[config.mk]
export PLATFORM = sky130hd
export DESIGN_NAME = hsts_top
export DESIGN_NICKNAME = d
export VERILOG_FILES = /design/src/common/hsts_pkg.sv /design/src/common/hsts_brk_if.sv /design/src/hw/hsts_breaker.sv /design/src/hw/hsts_sync.sv /design/src/hw/hsts_top.sv
export VERILOG_INCLUDE_DIRS = /design/src /design/src/common
export SDC_FILE = /design/constraint.sdc
export NUM_CORES = 1
export LEC_CHECK = 0
export ABC_AREA = 1
export BUFFER_PORTS_ARGS = -buffer_cell sky130_fd_sc_hd__clkbuf_2
export CORE_MARGIN = 2
export CORE_UTILIZATION = 55
export CTS_BUF_LIST = sky130_fd_sc_hd__clkbuf_4
export DETAILED_ROUTE_END_ITERATION = 10
export GPL_ROUTABILITY_DRIVEN = 0
export GPL_TIMING_DRIVEN = 0
export PLACE_DENSITY = 0.76
export SETUP_SLACK_MARGIN = 0.02
export SLEW_MARGIN = 20
export SYNTH_ARGS = -nofsm -noshare
export SYNTH_HDL_FRONTEND = slang
export SYNTH_SLANG_ARGS = --single-unit
[constraint.sdc]
create_clock -name clk_i -period 2.7 [get_ports clk_i]
set_input_delay 0.27 -clock clk_i [delete_from_list [all_inputs] [get_ports clk_i]]
set_output_delay 0.27 -clock clk_i [all_outputs]
set_load 0.01 [all_outputs]
[src/common/hsts_defs.svh]
// Constants of the hot swap turn-off and fault sequencer.
// Assumes inclusion by bare name from package and design files.
`ifndef HSTS_DEFS_SVH
`define HSTS_DEFS_SVH

// Register offsets
`define HSTS_ADDR_CTL       8'h00
`define HSTS_ADDR_FAULT     8'h04
`define HSTS_ADDR_TRIM      8'h11
`define HSTS_ADDR_STATUS    8'h1E

// Control register fields
`define HSTS_CTL_OV_RETRY   0
`define HSTS_CTL_UV_RETRY   1
`define HSTS_CTL_OC_RETRY   2
`define HSTS_CTL_GATE_EN    3
`define HSTS_CTL_ON_POL     5
`define HSTS_CTL_ON_MASK    7

// Fault record fields
`define HSTS_FLT_OV         0
`define HSTS_FLT_UV         1
`define HSTS_FLT_OC         2
`define HSTS_FLT_PBAD       3
`define HSTS_FLT_ON         4
`define HSTS_FLT_FETBAD     6
`define HSTS_FLT_RESET      8'h00

// Status register fields
`define HSTS_ST_OV          0
`define HSTS_ST_UV          1
`define HSTS_ST_FETBAD      2
`define HSTS_ST_PGOOD       3
`define HSTS_ST_ON          4
`define HSTS_ST_FAST        5

// Current limit trim field
`define HSTS_TRIM_HI        7
`define HSTS_TRIM_LO        5

// Synchronised comparator vector positions
`define HSTS_S_ON           0
`define HSTS_S_OV           1
`define HSTS_S_UV           2
`define HSTS_S_FETBAD       3
`define HSTS_S_ILIM1        4
`define HSTS_S_ILIM2        5
`define HSTS_S_TMR_HI       6
`define HSTS_S_TMR_LO       7
`define HSTS_S_FB           8
`define HSTS_S_GS1          9
`define HSTS_S_GS2          10
`define HSTS_S_VDD_UV       11
`define HSTS_S_ICC_UV       12
`define HSTS_S_WIDTH        13

// Timing
`define HSTS_CLK_NS         20
`define HSTS_FAST_NS        2000
`define HSTS_COOL_COUNT     256

`endif

[src/common/hsts_pkg.sv]
// Types shared by the sequencer modules.
// Assumes hsts_defs.svh on the include path.
`include "hsts_defs.svh"

package hsts_pkg;
    // One register byte
    typedef logic [7:0] hsts_byte_t;

    // Breaker timer sequence states
    typedef enum logic [2:0] {
        HSTS_BRK_IDLE,
        HSTS_BRK_CHARGE,
        HSTS_BRK_BLEED,
        HSTS_BRK_FAULT_DOWN,
        HSTS_BRK_COOL_UP,
        HSTS_BRK_COOL_DOWN
    } hsts_brk_state_t;
endpackage

[src/common/hsts_brk_if.sv]
// Signals between the sequencer top and its breaker timer.
// Assumes both ends share one clock.
`timescale 1ns/1ps

interface hsts_brk_if;
    logic both_lim;   // Both gate channels in current limit
    logic at_hi;      // Timer at upper threshold
    logic at_lo;      // Timer below lower threshold
    logic charge;     // Select charging source
    logic discharge;  // Select discharging sink
    logic oc_event;   // One-cycle overcurrent trip
    logic busy;       // Post-fault discharge or cool-down under way

    modport ctl (output both_lim, at_hi, at_lo, input charge, discharge, oc_event, busy);
    modport brk (input both_lim, at_hi, at_lo, output charge, discharge, oc_event, busy);
endinterface

[src/hw/hsts_breaker.sv]
// Breaker timer sequencer: selects charge or discharge of the timer
// capacitor and counts the cool-down. Assumes synchronised inputs.
`timescale 1ns/1ps
`include "hsts_defs.svh"

module hsts_breaker
    import hsts_pkg::*;
#(
    parameter int COOL_CYCLES = `HSTS_COOL_COUNT
) (
    // Clock and reset
    input  wire logic clk_i,
    input  wire logic sys_rst_i,
    // Link to the top
    hsts_brk_if.brk   bif
);
    hsts_brk_state_t state_q;   // Sequence state
    logic [15:0]     cool_q;    // Completed cool-down cycles

    // Counter must hold the count
    if (COOL_CYCLES < 1 || COOL_CYCLES > 65535) begin : g_chk
        $error("hsts_breaker: COOL_CYCLES out of range");
    end

    // State sequence
    always_ff @(posedge clk_i) begin
        if (sys_rst_i) begin
            state_q <= HSTS_BRK_IDLE;
        end else begin
            case (state_q)
                HSTS_BRK_IDLE: begin
                    if (bif.both_lim) state_q <= HSTS_BRK_CHARGE;
                end
                HSTS_BRK_CHARGE: begin
                    if (bif.at_hi) state_q <= HSTS_BRK_FAULT_DOWN;
                    else if (!bif.both_lim) state_q <= HSTS_BRK_BLEED;
                end
                HSTS_BRK_BLEED: begin
                    if (bif.both_lim) state_q <= HSTS_BRK_CHARGE;
                    else if (bif.at_lo) state_q <= HSTS_BRK_IDLE;
                end
                HSTS_BRK_FAULT_DOWN: begin
                    if (bif.at_lo) state_q <= HSTS_BRK_COOL_UP;
                end
                HSTS_BRK_COOL_UP: begin
                    if (bif.at_hi) state_q <= HSTS_BRK_COOL_DOWN;
                end
                HSTS_BRK_COOL_DOWN: begin
                    // Last fall ends the cool-down
                    if (bif.at_lo) begin
                        state_q <= (cool_q == 16'(COOL_CYCLES - 1)) ? HSTS_BRK_IDLE : HSTS_BRK_COOL_UP;
                    end
                end
                default: state_q <= HSTS_BRK_IDLE;
            endcase
        end
    end

    // Cool-down counter, cleared at every trip
    always_ff @(posedge clk_i) begin
        if (sys_rst_i) begin
            cool_q <= '0;
        end else if (state_q == HSTS_BRK_CHARGE && bif.at_hi) begin
            cool_q <= '0;
        end else if (state_q == HSTS_BRK_COOL_DOWN && bif.at_lo) begin
            cool_q <= cool_q + 16'h0001;
        end
    end

    // Registered source selects and trip pulse
    always_ff @(posedge clk_i) begin
        if (sys_rst_i) begin
            bif.charge    <= 1'b0;
            bif.discharge <= 1'b0;
            bif.oc_event  <= 1'b0;
            bif.busy      <= 1'b0;
        end else begin
            bif.oc_event <= (state_q == HSTS_BRK_CHARGE) && bif.at_hi;
            bif.busy     <= (state_q == HSTS_BRK_FAULT_DOWN) || (state_q == HSTS_BRK_COOL_UP)
                            || (state_q == HSTS_BRK_COOL_DOWN) || ((state_q == HSTS_BRK_CHARGE) && bif.at_hi);
            bif.charge    <= (state_q == HSTS_BRK_CHARGE && !bif.at_hi && bif.both_lim)
                             || (state_q == HSTS_BRK_IDLE && bif.both_lim)
                             || (state_q == HSTS_BRK_BLEED && bif.both_lim)
                             || (state_q == HSTS_BRK_COOL_UP && !bif.at_hi)
                             || (state_q == HSTS_BRK_FAULT_DOWN && bif.at_lo)
                             || (state_q == HSTS_BRK_COOL_DOWN && bif.at_lo
                                 && cool_q != 16'(COOL_CYCLES - 1));
            bif.discharge <= (state_q == HSTS_BRK_CHARGE && (bif.at_hi || !bif.both_lim))
                             || (state_q == HSTS_BRK_BLEED && !bif.both_lim && !bif.at_lo)
                             || (state_q == HSTS_BRK_FAULT_DOWN && !bif.at_lo)
                             || (state_q == HSTS_BRK_COOL_UP && bif.at_hi)
                             || (state_q == HSTS_BRK_COOL_DOWN && !bif.at_lo);
        end
    end
endmodule

[src/hw/hsts_sync.sv]
// Two-flop synchroniser for a vector of comparator levels.
// Assumes each bit is an independent slow level.
`timescale 1ns/1ps

module hsts_sync #(
    parameter int W = 1
) (
    // Clock and reset
    input  wire logic         clk_i,
    input  wire logic         sys_rst_i,
    // Levels
    input  wire logic [W-1:0] async_i,
    output logic      [W-1:0] sync_o
);
    logic [W-1:0] meta_q;  // First stage, read only by second

    // Width check
    if (W < 1) begin : g_chk
        $error("hsts_sync: W must be at least 1");
    end

    // Two stages, nothing taps the first
    always_ff @(posedge clk_i) begin
        if (sys_rst_i) begin
            meta_q <= '0;
            sync_o <= '0;
        end else begin
            meta_q <= async_i;
            sync_o <= meta_q;
        end
    end
endmodule

[src/hw/hsts_top.sv]
// Hot swap turn-off and fault sequencer: gate enables and pull-downs,
// fault record, breaker timer, power good and trim register.
// Assumes comparator levels arrive on inputs and a decoded register port.
`timescale 1ns/1ps
`include "hsts_defs.svh"

module hsts_top
    import hsts_pkg::*;
#(
    parameter int FAST_CYCLES = (`HSTS_FAST_NS + `HSTS_CLK_NS - 1) / `HSTS_CLK_NS,
    parameter int COOL_CYCLES = `HSTS_COOL_COUNT
) (
    // Clock and reset
    input  wire logic       clk_i,
    input  wire logic       sys_rst_i,
    // Nonvolatile power-up defaults
    input  wire hsts_byte_t nv_control_i,
    input  wire hsts_byte_t nv_trim_i,
    // Comparators and sense inputs
    input  wire logic       on_pin_i,
    input  wire logic       input_overvoltage_i,
    input  wire logic       input_undervoltage_i,
    input  wire logic       mosfet_bad_i,
    input  wire logic       ilim1_active_i,
    input  wire logic       ilim2_active_i,
    input  wire logic       timer_at_hi_i,
    input  wire logic       timer_below_lo_i,
    input  wire logic       output_feedback_ok_i,
    input  wire logic       gs1_above_i,
    input  wire logic       gs2_above_i,
    input  wire logic       vdd_uvlo_i,
    input  wire logic       internal_supply_uv_i,
    // Static configuration
    input  wire logic       pg_mode_i,
    input  wire logic       fetbad_retry_i,
    // Register port
    input  wire logic       reg_wr_i,
    input  wire logic       reg_rd_i,
    input  wire hsts_byte_t reg_addr_i,
    input  wire hsts_byte_t reg_wdata_i,
    output hsts_byte_t      reg_rdata_o,
    // Gate drive
    output logic            gate_pullup_o,
    output logic            gate_pd_slow_o,
    output logic            gate_pd_fast_o,
    // Timer current selects
    output logic            timer_charge_o,
    output logic            timer_discharge_o,
    // Limit trim code
    output logic [2:0]      ilim_sel_o,
    // Power-good pin, open drain
    output logic            power_good_pin_o,
    output logic            power_good_pin_oe_o
);
    logic [`HSTS_S_WIDTH-1:0] s;        // Synchronised comparators
    hsts_byte_t  ctl_q;                 // Control settings
    hsts_byte_t  fault_q;               // Fault record
    hsts_byte_t  trim_q;                // Current-limit trim
    hsts_byte_t  ctl_d;
    hsts_byte_t  fault_d;
    logic        follow_on_q;           // Pin edges act on enable
    logic        on_act_q;              // Last active-level on input
    logic        on_act;
    logic        on_rise;
    logic        on_fall;
    logic        on_toggle;
    logic [15:0] fast_cnt_q;            // Supply-low duration
    logic        fast_q;                // Fast shutdown engaged
    logic        fast_d;
    logic        supply_low;
    logic        latched_off;
    logic        gate_allow;
    logic        gate_on_q;             // Gates being enhanced
    logic        pgood_q;               // Power good
    logic        pgood_d;
    logic        pbad_evt;
    logic        wr_ctl;
    logic        wr_fault;
    logic        wr_trim;
    hsts_brk_if  bif ();                // Link to the breaker timer

    // Counter width must cover the qualification time
    if (FAST_CYCLES < 1 || FAST_CYCLES > 65534) begin : g_chk
        $error("hsts_top: FAST_CYCLES out of range");
    end

    // Address decode, shared by writes below
    function automatic logic hit(input hsts_byte_t a, input hsts_byte_t off);
        hit = (a == off);
    endfunction

    // Every comparator is resynchronised before any use
    hsts_sync #(
        .W (`HSTS_S_WIDTH)
    ) u_sync (
        .clk_i     (clk_i),
        .sys_rst_i (sys_rst_i),
        .async_i   ({internal_supply_uv_i, vdd_uvlo_i, gs2_above_i, gs1_above_i,
                     output_feedback_ok_i, timer_below_lo_i, timer_at_hi_i,
                     ilim2_active_i, ilim1_active_i, mosfet_bad_i,
                     input_undervoltage_i, input_overvoltage_i, on_pin_i}),
        .sync_o    (s)
    );

    // Breaker timer machine
    hsts_breaker #(
        .COOL_CYCLES (COOL_CYCLES)
    ) u_brk (
        .clk_i     (clk_i),
        .sys_rst_i (sys_rst_i),
        .bif       (bif.brk)
    );

    // Timer fault ramp only starts when both channels are limiting together
    assign bif.both_lim = s[`HSTS_S_ILIM1] & s[`HSTS_S_ILIM2];
    assign bif.at_hi    = s[`HSTS_S_TMR_HI];
    assign bif.at_lo    = s[`HSTS_S_TMR_LO];

    // Write strobes
    assign wr_ctl   = reg_wr_i && hit(reg_addr_i, `HSTS_ADDR_CTL);
    assign wr_fault = reg_wr_i && hit(reg_addr_i, `HSTS_ADDR_FAULT);
    assign wr_trim  = reg_wr_i && hit(reg_addr_i, `HSTS_ADDR_TRIM);

    // On input in its configured polarity
    assign on_act    = ctl_q[`HSTS_CTL_ON_POL] ? s[`HSTS_S_ON] : ~s[`HSTS_S_ON];
    assign on_rise   = on_act & ~on_act_q;
    assign on_fall   = ~on_act & on_act_q;
    assign on_toggle = s[`HSTS_S_ON] ^ (ctl_q[`HSTS_CTL_ON_POL] ? on_act_q : ~on_act_q);

    // Previous on level, for edge detection
    always_ff @(posedge clk_i) begin
        if (sys_rst_i) begin
            on_act_q <= ~nv_control_i[`HSTS_CTL_ON_POL];
        end else begin
            on_act_q <= on_act;
        end
    end

    // Whether pin edges may move the enable is fixed at power-up
    always_ff @(posedge clk_i) begin
        if (sys_rst_i) begin
            follow_on_q <= nv_control_i[`HSTS_CTL_GATE_EN];
        end else begin
            follow_on_q <= follow_on_q;
        end
    end

    // Control next value: host write, then pin edges win
    always_comb begin
        ctl_d = ctl_q;
        if (wr_ctl) begin
            ctl_d = reg_wdata_i;
        end
        if (follow_on_q && on_rise) begin
            ctl_d[`HSTS_CTL_GATE_EN] = 1'b1;
        end else if (follow_on_q && on_fall) begin
            ctl_d[`HSTS_CTL_GATE_EN] = 1'b0;
        end
    end

    // Control register, loaded from nonvolatile defaults
    always_ff @(posedge clk_i) begin
        if (sys_rst_i) begin
            ctl_q <= nv_control_i;
        end else begin
            ctl_q <= ctl_d;
        end
    end

    // Trim register; host may change it any time
    always_ff @(posedge clk_i) begin
        if (sys_rst_i) begin
            trim_q <= nv_trim_i;
        end else if (wr_trim) begin
            trim_q <= reg_wdata_i;
        end
    end

    // Trim code to the sense level selector
    always_ff @(posedge clk_i) begin
        if (sys_rst_i) begin
            ilim_sel_o <= nv_trim_i[`HSTS_TRIM_HI:`HSTS_TRIM_LO];
        end else begin
            ilim_sel_o <= (wr_trim ? reg_wdata_i[`HSTS_TRIM_HI:`HSTS_TRIM_LO]
                                   : trim_q[`HSTS_TRIM_HI:`HSTS_TRIM_LO]);
        end
    end

    // Power-bad only when good power is lost with gates on;
    // a start-up never had good power, so it cannot fault
    assign pbad_evt = pgood_q & ~s[`HSTS_S_FB] & gate_on_q;

    // Fault record: write, on-toggle clear, then sets win
    always_comb begin
        fault_d = fault_q;
        if (wr_fault) begin
            fault_d = reg_wdata_i;
        end
        if (on_toggle && !ctl_q[`HSTS_CTL_ON_MASK]) begin
            fault_d = fault_d & (8'h01 << `HSTS_FLT_ON);
        end
        // Set beats a clear in the same cycle
        fault_d[`HSTS_FLT_OV]     = fault_d[`HSTS_FLT_OV] | s[`HSTS_S_OV];
        fault_d[`HSTS_FLT_UV]     = fault_d[`HSTS_FLT_UV] | s[`HSTS_S_UV];
        fault_d[`HSTS_FLT_OC]     = fault_d[`HSTS_FLT_OC] | bif.oc_event;
        fault_d[`HSTS_FLT_PBAD]   = fault_d[`HSTS_FLT_PBAD] | pbad_evt;
        fault_d[`HSTS_FLT_ON]     = fault_d[`HSTS_FLT_ON] | on_toggle;
        fault_d[`HSTS_FLT_FETBAD] = fault_d[`HSTS_FLT_FETBAD] | s[`HSTS_S_FETBAD];
    end

    // Fault record, empty after reset
    always_ff @(posedge clk_i) begin
        if (sys_rst_i) begin
            fault_q <= `HSTS_FLT_RESET;
        end else begin
            fault_q <= fault_d;
        end
    end

    // Supply-low duration; fast shutdown once it exceeds the limit
    assign supply_low = s[`HSTS_S_VDD_UV] | s[`HSTS_S_ICC_UV];

    always_ff @(posedge clk_i) begin
        if (sys_rst_i) begin
            fast_cnt_q <= '0;
        end else if (!supply_low) begin
            fast_cnt_q <= '0;
        end else if (fast_cnt_q != 16'(FAST_CYCLES)) begin
            fast_cnt_q <= fast_cnt_q + 16'h0001;
        end
    end

    // Qualified supply loss; gates see it at the same edge as the fast path
    assign fast_d = supply_low && (fast_cnt_q == 16'(FAST_CYCLES));

    // Fast shutdown holds for as long as the supply stays low
    always_ff @(posedge clk_i) begin
        if (sys_rst_i) begin
            fast_q <= 1'b0;
        end else begin
            fast_q <= fast_d;
        end
    end
    assign gate_pd_fast_o = fast_q;

    // A set fault bit with its retry off keeps the gates down
    assign latched_off = (fault_q[`HSTS_FLT_OV] & ~ctl_q[`HSTS_CTL_OV_RETRY])
                       | (fault_q[`HSTS_FLT_UV] & ~ctl_q[`HSTS_CTL_UV_RETRY])
                       | (fault_q[`HSTS_FLT_OC] & ~ctl_q[`HSTS_CTL_OC_RETRY])
                       | (fault_q[`HSTS_FLT_FETBAD] & ~fetbad_retry_i);

    // Gates run only with enable set and no fault or cool-down;
    // a retrying fault still holds them off while it is present
    assign gate_allow = ctl_q[`HSTS_CTL_GATE_EN]
                      & ~latched_off
                      & ~s[`HSTS_S_OV] & ~s[`HSTS_S_UV] & ~s[`HSTS_S_FETBAD]
                      & ~bif.oc_event & ~bif.busy
                      & ~fast_d;

    // Gate drive: pull-up when allowed, 1mA pull-down otherwise;
    // the fast path takes over at the same edge, never overlapping
    always_ff @(posedge clk_i) begin
        if (sys_rst_i) begin
            gate_on_q      <= 1'b0;
            gate_pd_slow_o <= 1'b1;
        end else begin
            gate_on_q      <= gate_allow;
            gate_pd_slow_o <= ~gate_allow & ~fast_d;
        end
    end
    assign gate_pullup_o = gate_on_q;

    // Timer current selects pass straight from the breaker flops
    assign timer_charge_o    = bif.charge;
    assign timer_discharge_o = bif.discharge;

    // Power good needs feedback and both gate drives enhanced
    assign pgood_d = s[`HSTS_S_FB] & s[`HSTS_S_GS1] & s[`HSTS_S_GS2] & gate_on_q;

    always_ff @(posedge clk_i) begin
        if (sys_rst_i) begin
            pgood_q <= 1'b0;
        end else begin
            pgood_q <= pgood_d;
        end
    end

    // Open-drain pin pulls low when power is not good
    always_ff @(posedge clk_i) begin
        if (sys_rst_i) begin
            power_good_pin_o    <= 1'b0;
            power_good_pin_oe_o <= 1'b0;
        end else begin
            power_good_pin_o    <= 1'b0;
            power_good_pin_oe_o <= pg_mode_i & ~pgood_d;
        end
    end

    // Read data one edge after the strobe; unmapped reads give zero
    always_ff @(posedge clk_i) begin
        if (sys_rst_i) begin
            reg_rdata_o <= 8'h00;
        end else if (reg_rd_i) begin
            case (reg_addr_i)
                `HSTS_ADDR_CTL:    reg_rdata_o <= ctl_q;
                `HSTS_ADDR_FAULT:  reg_rdata_o <= fault_q;
                `HSTS_ADDR_TRIM:   reg_rdata_o <= trim_q;
                `HSTS_ADDR_STATUS: begin
                    reg_rdata_o                  <= 8'h00;
                    reg_rdata_o[`HSTS_ST_OV]     <= s[`HSTS_S_OV];
                    reg_rdata_o[`HSTS_ST_UV]     <= s[`HSTS_S_UV];
                    reg_rdata_o[`HSTS_ST_FETBAD] <= s[`HSTS_S_FETBAD];
                    reg_rdata_o[`HSTS_ST_PGOOD]  <= pgood_q;
                    reg_rdata_o[`HSTS_ST_ON]     <= on_act;
                    reg_rdata_o[`HSTS_ST_FAST]   <= fast_q;
                end
                default:           reg_rdata_o <= 8'h00;
            endcase
        end
    end
endmodule

### Word level (Yosys, flattened, before mapping)

Index checks and enable logic that the tools add are counted.

| storage, ports and cells | value |
|---|---|
| input port bits | 51 |
| word-level logic and storage cells | 166 |
| output and inout bits | 18 |
| register bits | 107 |

| cells by class | value |
|---|---|
| bitwise operators | 51 |
| mux-type cells | 24 |
| add/subtract/negate cells | 2 |
| reductions and logical operators | 48 |
| eq/ne operators | 18 |

Operators with widths:

| kind | number |
|---|---|
| two-way mux 3 bit | 11 |
| adder 16 x 1 -> 16 bit, second input constant | 2 |
| two-way mux 8 bit | 4 |
| case mux 8 bit (4 select lines) | 1 |
| logical AND 1 bit | 22 |
| AND 1 bit | 21 |
| inverter 1 bit | 19 |
| case mux 3 bit (6 select lines) | 1 |
| == test 16 x 7 -> 1 bit, second input constant | 1 |
| == test 16 x 8 -> 1 bit, second input constant | 1 |
| == test 8 x 5 -> 1 bit, second input constant | 2 |
| != test 16 x 7 -> 1 bit, second input constant | 1 |
| != test 16 x 8 -> 1 bit, second input constant | 1 |
| two-way mux 7 bit | 2 |
| logical OR 1 bit | 13 |
| bitwise OR 1 bit | 10 |
| == test 8 x 3 -> 1 bit, second input constant | 1 |
| logical NOT 8 bit | 1 |
| == test 3 x 2 -> 1 bit, second input constant | 2 |
| == test 3 bit, second input constant | 2 |
| != test 2 bit, second input constant | 3 |
| AND reduction 6 bit | 1 |
| OR reduction 2 bit | 3 |
| two-way mux 1 bit | 5 |
| 9 further kinds | 13 |

### Longest topological paths before layout

| depth | value |
|---|---|
| word-level depth | 15 |
| depth in mapped cells | 10 |

### Hierarchy

Synthesis repeated with hierarchy kept, for this count alone.

| second synthesis, totals | value |
|---|---|
| cell total of the unflattened synthesis | 686 |
| area total of the unflattened synthesis | 4933.5 um^2 |

By module, submodules not included:

| module | cells an instance | times used | sequential area each (um^2) | area each (um^2) |
|---|---|---|---|---|
| hsts_top | 411 | 1 | 1331.3 | 2945.3 |
| hsts_breaker | 194 | 1 | 460.4 | 1236.2 |
| hsts_sync | 81 | 1 | 520.5 | 752.0 |

### Least setup slack after synthesis

OpenSTA, ideal clock, no wires.

| path | value |
|---|---|
| kind | input -> register |
| start point | input sys_rst_i |
| end point | register ctl_q[0], enable pin |
| stages | 5 |
| buffers on the path | 3 |
| arrival time | 1035 ps |
| setup slack | 1342 ps |
| required time | 2377 ps |
| cell sequence | buf_2 > inv_1 > buf_2 > buf_2 > nand2_1 |

| on the way | value |
|---|---|
| word-level cells in the longest chain between the ends | 1 |

RTL lines:

| element | line | RTL |
|---|---|---|
| start: declaration | hsts_top.sv:15 | `input wire logic sys_rst_i,` |
| nonzero test 2 bit (no source line) | - |  |
| end signal: assignment | hsts_top.sv:164 | `ctl_q <= nv_control_i;` |
| end signal: assignment | hsts_top.sv:166 | `ctl_q <= ctl_d;` |
| end: declaration | hsts_top.sv:56 | `hsts_byte_t ctl_q;` |

No other way between the ends.
A chain may end at the register's enable or synchronous reset.

### Final worst setup path

| path | value |
|---|---|
| start point | register ctl_q[5] |
| end point | register fault_q[1] |

| on the way | value |
|---|---|
| word-level cells in the longest chain between the ends | 5 |

RTL lines:

| element | line | RTL |
|---|---|---|
| two-way mux 1 bit | hsts_top.sv:128 | `` assign on_toggle = s[`HSTS_S_ON] ^ (ctl_q[`HSTS_CTL_ON_POL] ? on_act_q : ~on_act_q); `` |
| XOR 1 bit | hsts_top.sv:128 |  |
| logical AND 1 bit | hsts_top.sv:199 | `` if (on_toggle && !ctl_q[`HSTS_CTL_ON_MASK]) begin `` |
| two-way mux 7 bit | hsts_top.sv:199 |  |
| bitwise OR 1 bit | hsts_top.sv:204 | `` fault_d[`HSTS_FLT_UV] = fault_d[`HSTS_FLT_UV] \| s[`HSTS_S_UV]; `` |
| end signal: assignment | hsts_top.sv:214 | `` fault_q <= `HSTS_FLT_RESET; `` |
| end signal: assignment | hsts_top.sv:216 | `fault_q <= fault_d;` |
| end: declaration | hsts_top.sv:57 | `hsts_byte_t fault_q;` |

No other way between the ends.

==> summary.md <==
| Metric | Value |
|---|---|
| Status | completed |
| Seq/Total Area, Yosys | 0.471 |
| R2R Path Start | ctl_q[5] |
| Mapped cell area | between 4000 and 5000 um2 |
| Power Density | approximately 500 nW/um2 |
| Most common cell in the netlist | nand2_1 |
| Tmin final | approximately 1600 ps |
| Worst hold path type | primary input to flop |
| Worst Path Required | ~3000 ps |
| Deepest clock path buffer count | 2 |
| Worst setup path start | ctl_q[5] |
| Vias/cell | 5.16 |
| Mapped Cells | approximately 700 |
| Commonest cells in the netlist | nand2_1, inv_1, dfxtp_1 |
| TritonRoute pass-1 iters | 8 |
| R2R cell count | 9 |
| Final Setup Violations | 0 |
| R2R Path End | fault_q[1] |
| Final net count | roughly 830 |
| Synthesized flop and latch total | about 110 |
| RSZ-0062 raised after global routing | false |
| Avg Inst Size Synth | 7.20 um2 |
| HPWL after DPL | between 8000 and 9000 um |
| Htree depth | 3 |
| Starting Density | 0.565 |
| Clock Latency Late Sink | between 400 and 500 ps |
| Fin crit share | 0.602 |
| Crit Path Class | flop to flop |
| Die Width | 98.4 um |
| Top cells by area, synth | dfxtp_1, nand2_1, edfxtp_1, inv_1, nor2_1 |
| Type of origin of the critical path | flop |
| TritonCTS Buffers | 9 |
| Max VDD drop | approximately 300 uV |
| Syn-to-layout area delta | 15.1% |
| DRC violations left | 0 |
| Number of max-cap violations | 0 |
| Crit path arrival time | approximately 2000 ps |
| # fillers | 777 |
| Area share of the largest cell type after synthesis | 0.367 |
| Avg WL per Cell | 12.8 um |
| Post-synth EDFFs | 17 |
| DRT antenna net count | 0 |
| Placed cells | around 860 |
| Post-Route WL | roughly 11000 um |
| Fin Setup TNS | 0 ps |
| Vias in the first global route | ~4300 |
| Worst setup EP type | flop |
| Async SR Flop Fraction | 0 |
| IO Pins | 69 |
| Flop-to-flop setup slack | about 1100 ps |
| Leak pwr | ~2.6 nW |
| Global route overflow | 0 |
| DP Area | ~5400 um2 |
| CTS tree | built |
| Row count | 34 |
| Initial DRC Count | about 240 |
| Final design utilization | 0.650 |
| GRT Overall Usage | 0.239 |
| Layout cells sized above 1 | 0.141 |
| Final cell count without fillers | ~890 |
| Clock slew at reported path FFs | roughly 170 ps |
| Max Slew Vio Count | 0 |
| Initial antenna violation count | 0 |
| Antenna diode count | 0 |
| Commonest register cell after synthesis | dfxtp_1 |
| Max Freq | 615 MHz |
| Worst slew margin | 0.622 |
| CTS root buffer | clkbuf_4 |
| Via Count | approximately 4600 |
| Worst-path fanout max | 4 |
| IO buf count | 67 |
| Final Hold Vio Count | 0 |
| Final Skew | ~26 ps |
| Syn nets | around 740 |
| Final instance area | 5640 um2 |
| CTS Sinks | 107 |
| Largest net degree at the start of global routing | 19 |
| Setup Buffers After CTS | 0 |
| Global-route wire length before repair | roughly 19000 um |
| Post-synthesis cell type count | 36 |
| Die Height | 98.4 um |
| Yosys warning count | 0 |
| Worst Tran Pin Value | about 570 ps |
| Die Footprint | between 9000 and 10000 um2 |
| End of the critical path | fault_q[1] |
| Core Region | ~8700 um2 |
| Largest area contributor in the netlist | dfxtp_1 |
[placed cells by master, fill, tap and decap left out, types with 6 or more instances in the layout]
| cell type | synthesis | final |
|---|---|---|
| a21oi_1 | 43 | 43 |
| clkbuf_2 | 0 | 67 |
| clkbuf_4 | 0 | 9 |
| dfxtp_1 | 90 | 90 |
| dlygate4sd3_1 | 0 | 15 |
| edfxtp_1 | 17 | 17 |
| inv_1 | 112 | 112 |
| nand2_1 | 171 | 171 |
| nand3_1 | 48 | 48 |
| nand4_1 | 11 | 11 |
| nor2_1 | 85 | 85 |
| nor3_1 | 12 | 12 |
| o21ai_0 | 32 | 32 |
| xor2_1 | 6 | 6 |
[flip-flops by register name (all words and copies together) (netlist names)]
| signal | flops |
|---|---|
| ctl_q | 8 |
| fast_cnt_q | 16 |
| fault_q | 8 |
| follow_on_q | 1 |
| gate_pd_fast_o | 1 |
| gate_pd_slow_o | 1 |
| gate_pullup_o | 1 |
| ilim_sel_o | 3 |
| on_act_q | 1 |
| pgood_q | 1 |
| power_good_pin_oe_o | 1 |
| reg_rdata_o | 8 |
| trim_q | 8 |
| u_brk.bif.busy | 1 |
| u_brk.bif.charge | 1 |
| u_brk.bif.discharge | 1 |
| u_brk.bif.oc_event | 1 |
| u_brk.cool_q | 16 |
| u_brk.state_q | 3 |
| u_sync.meta_q | 13 |
| u_sync.sync_o | 13 |
[logic make-up (layout without fill, tap and decap cells)]
family          Yosys count  count (layout)  share of synthesized area
xor+xnor                  7               7                     0.0125
fa+ha+maj                 3               3                    0.00765
other cells               1               1                   0.000765
flops                   107             107                      0.471
buf+inv                 125             222                     0.0995
compound gates           84              84                     0.0898
simple gates            354             354                      0.318
[power by group]
group	leakage, nW	total [mW]	switching, mW	internal [mW]
registers	0.900	1.76	0.0559	1.70
clock network	0.0647	0.742	0.544	0.198
logic	1.62	0.394	0.246	0.148
total	2.59	2.90	0.846	2.05
[stage by stage]
stage                     hold slack, ps  power, mW  worst slack (ps)
final                               20.3       2.90              1070
after global routing                4.00       3.05               955
after CTS                           4.31       2.90              1100
after detailed placement             392       2.16               820
after global placement               391       2.15               836
after floorplan                      369       2.02              1340
[worst min-delay path by stage]
| stage | startpoint | to | slack (ps) | cells after the start |
|---|---|---|---|---|
| final | nv_trim_i[6] | ilim_sel_o[1] | 20 | 3 |
| after detailed placement | u_sync.meta_q[8] | u_sync.sync_o[8] | 390 | 2 |
| after global routing | nv_trim_i[5] | ilim_sel_o[0] | 4 | 3 |
| after global placement | u_sync.meta_q[11] | u_sync.sync_o[11] | 390 | 2 |
| after floorplan | nv_control_i[3] | follow_on_q | 370 | 0 |
| after CTS | nv_control_i[3] | follow_on_q | 4 | 1 |
[metal layers]
metal | GRT usage | routed length [um]
met2 | 0.402 | 5290
met3 | 0.0390 | 696
met4 | 0.0864 | 240
met1 | 0.315 | 5110
met5 | 0 | 0
[worst max-delay path: stages (launching register included)]
cell and delay (ps):
edfxtp_1 470, inv_1 80, nand2_1 60, nand2_1 160, xor2_1 270, nand2_1 180, nand2_1 150, nor2_1 60
nand2_1 60, nand2_1 40
[final cells by class]
class,instances,area [um2],share of cell area
Timing Repair Buffer,82,485,0.0860
Sequential cell,107,2310,0.410
Clock inverter,6,50.0,0.00887
Multi-Input combinational cell,449,2100,0.373
Buffer,13,67.6,0.0120
Clock buffer,9,67.6,0.0120
Tap cell,108,135,0.0239
Inverter,112,420,0.0745
[timing repair]
item | CTS | global route
endpoints found under the hold margin | 13 | 2
gates resized for setup | 0 | 0
hold buffers | 13 | 2
(Power assumes the default switching activity.)
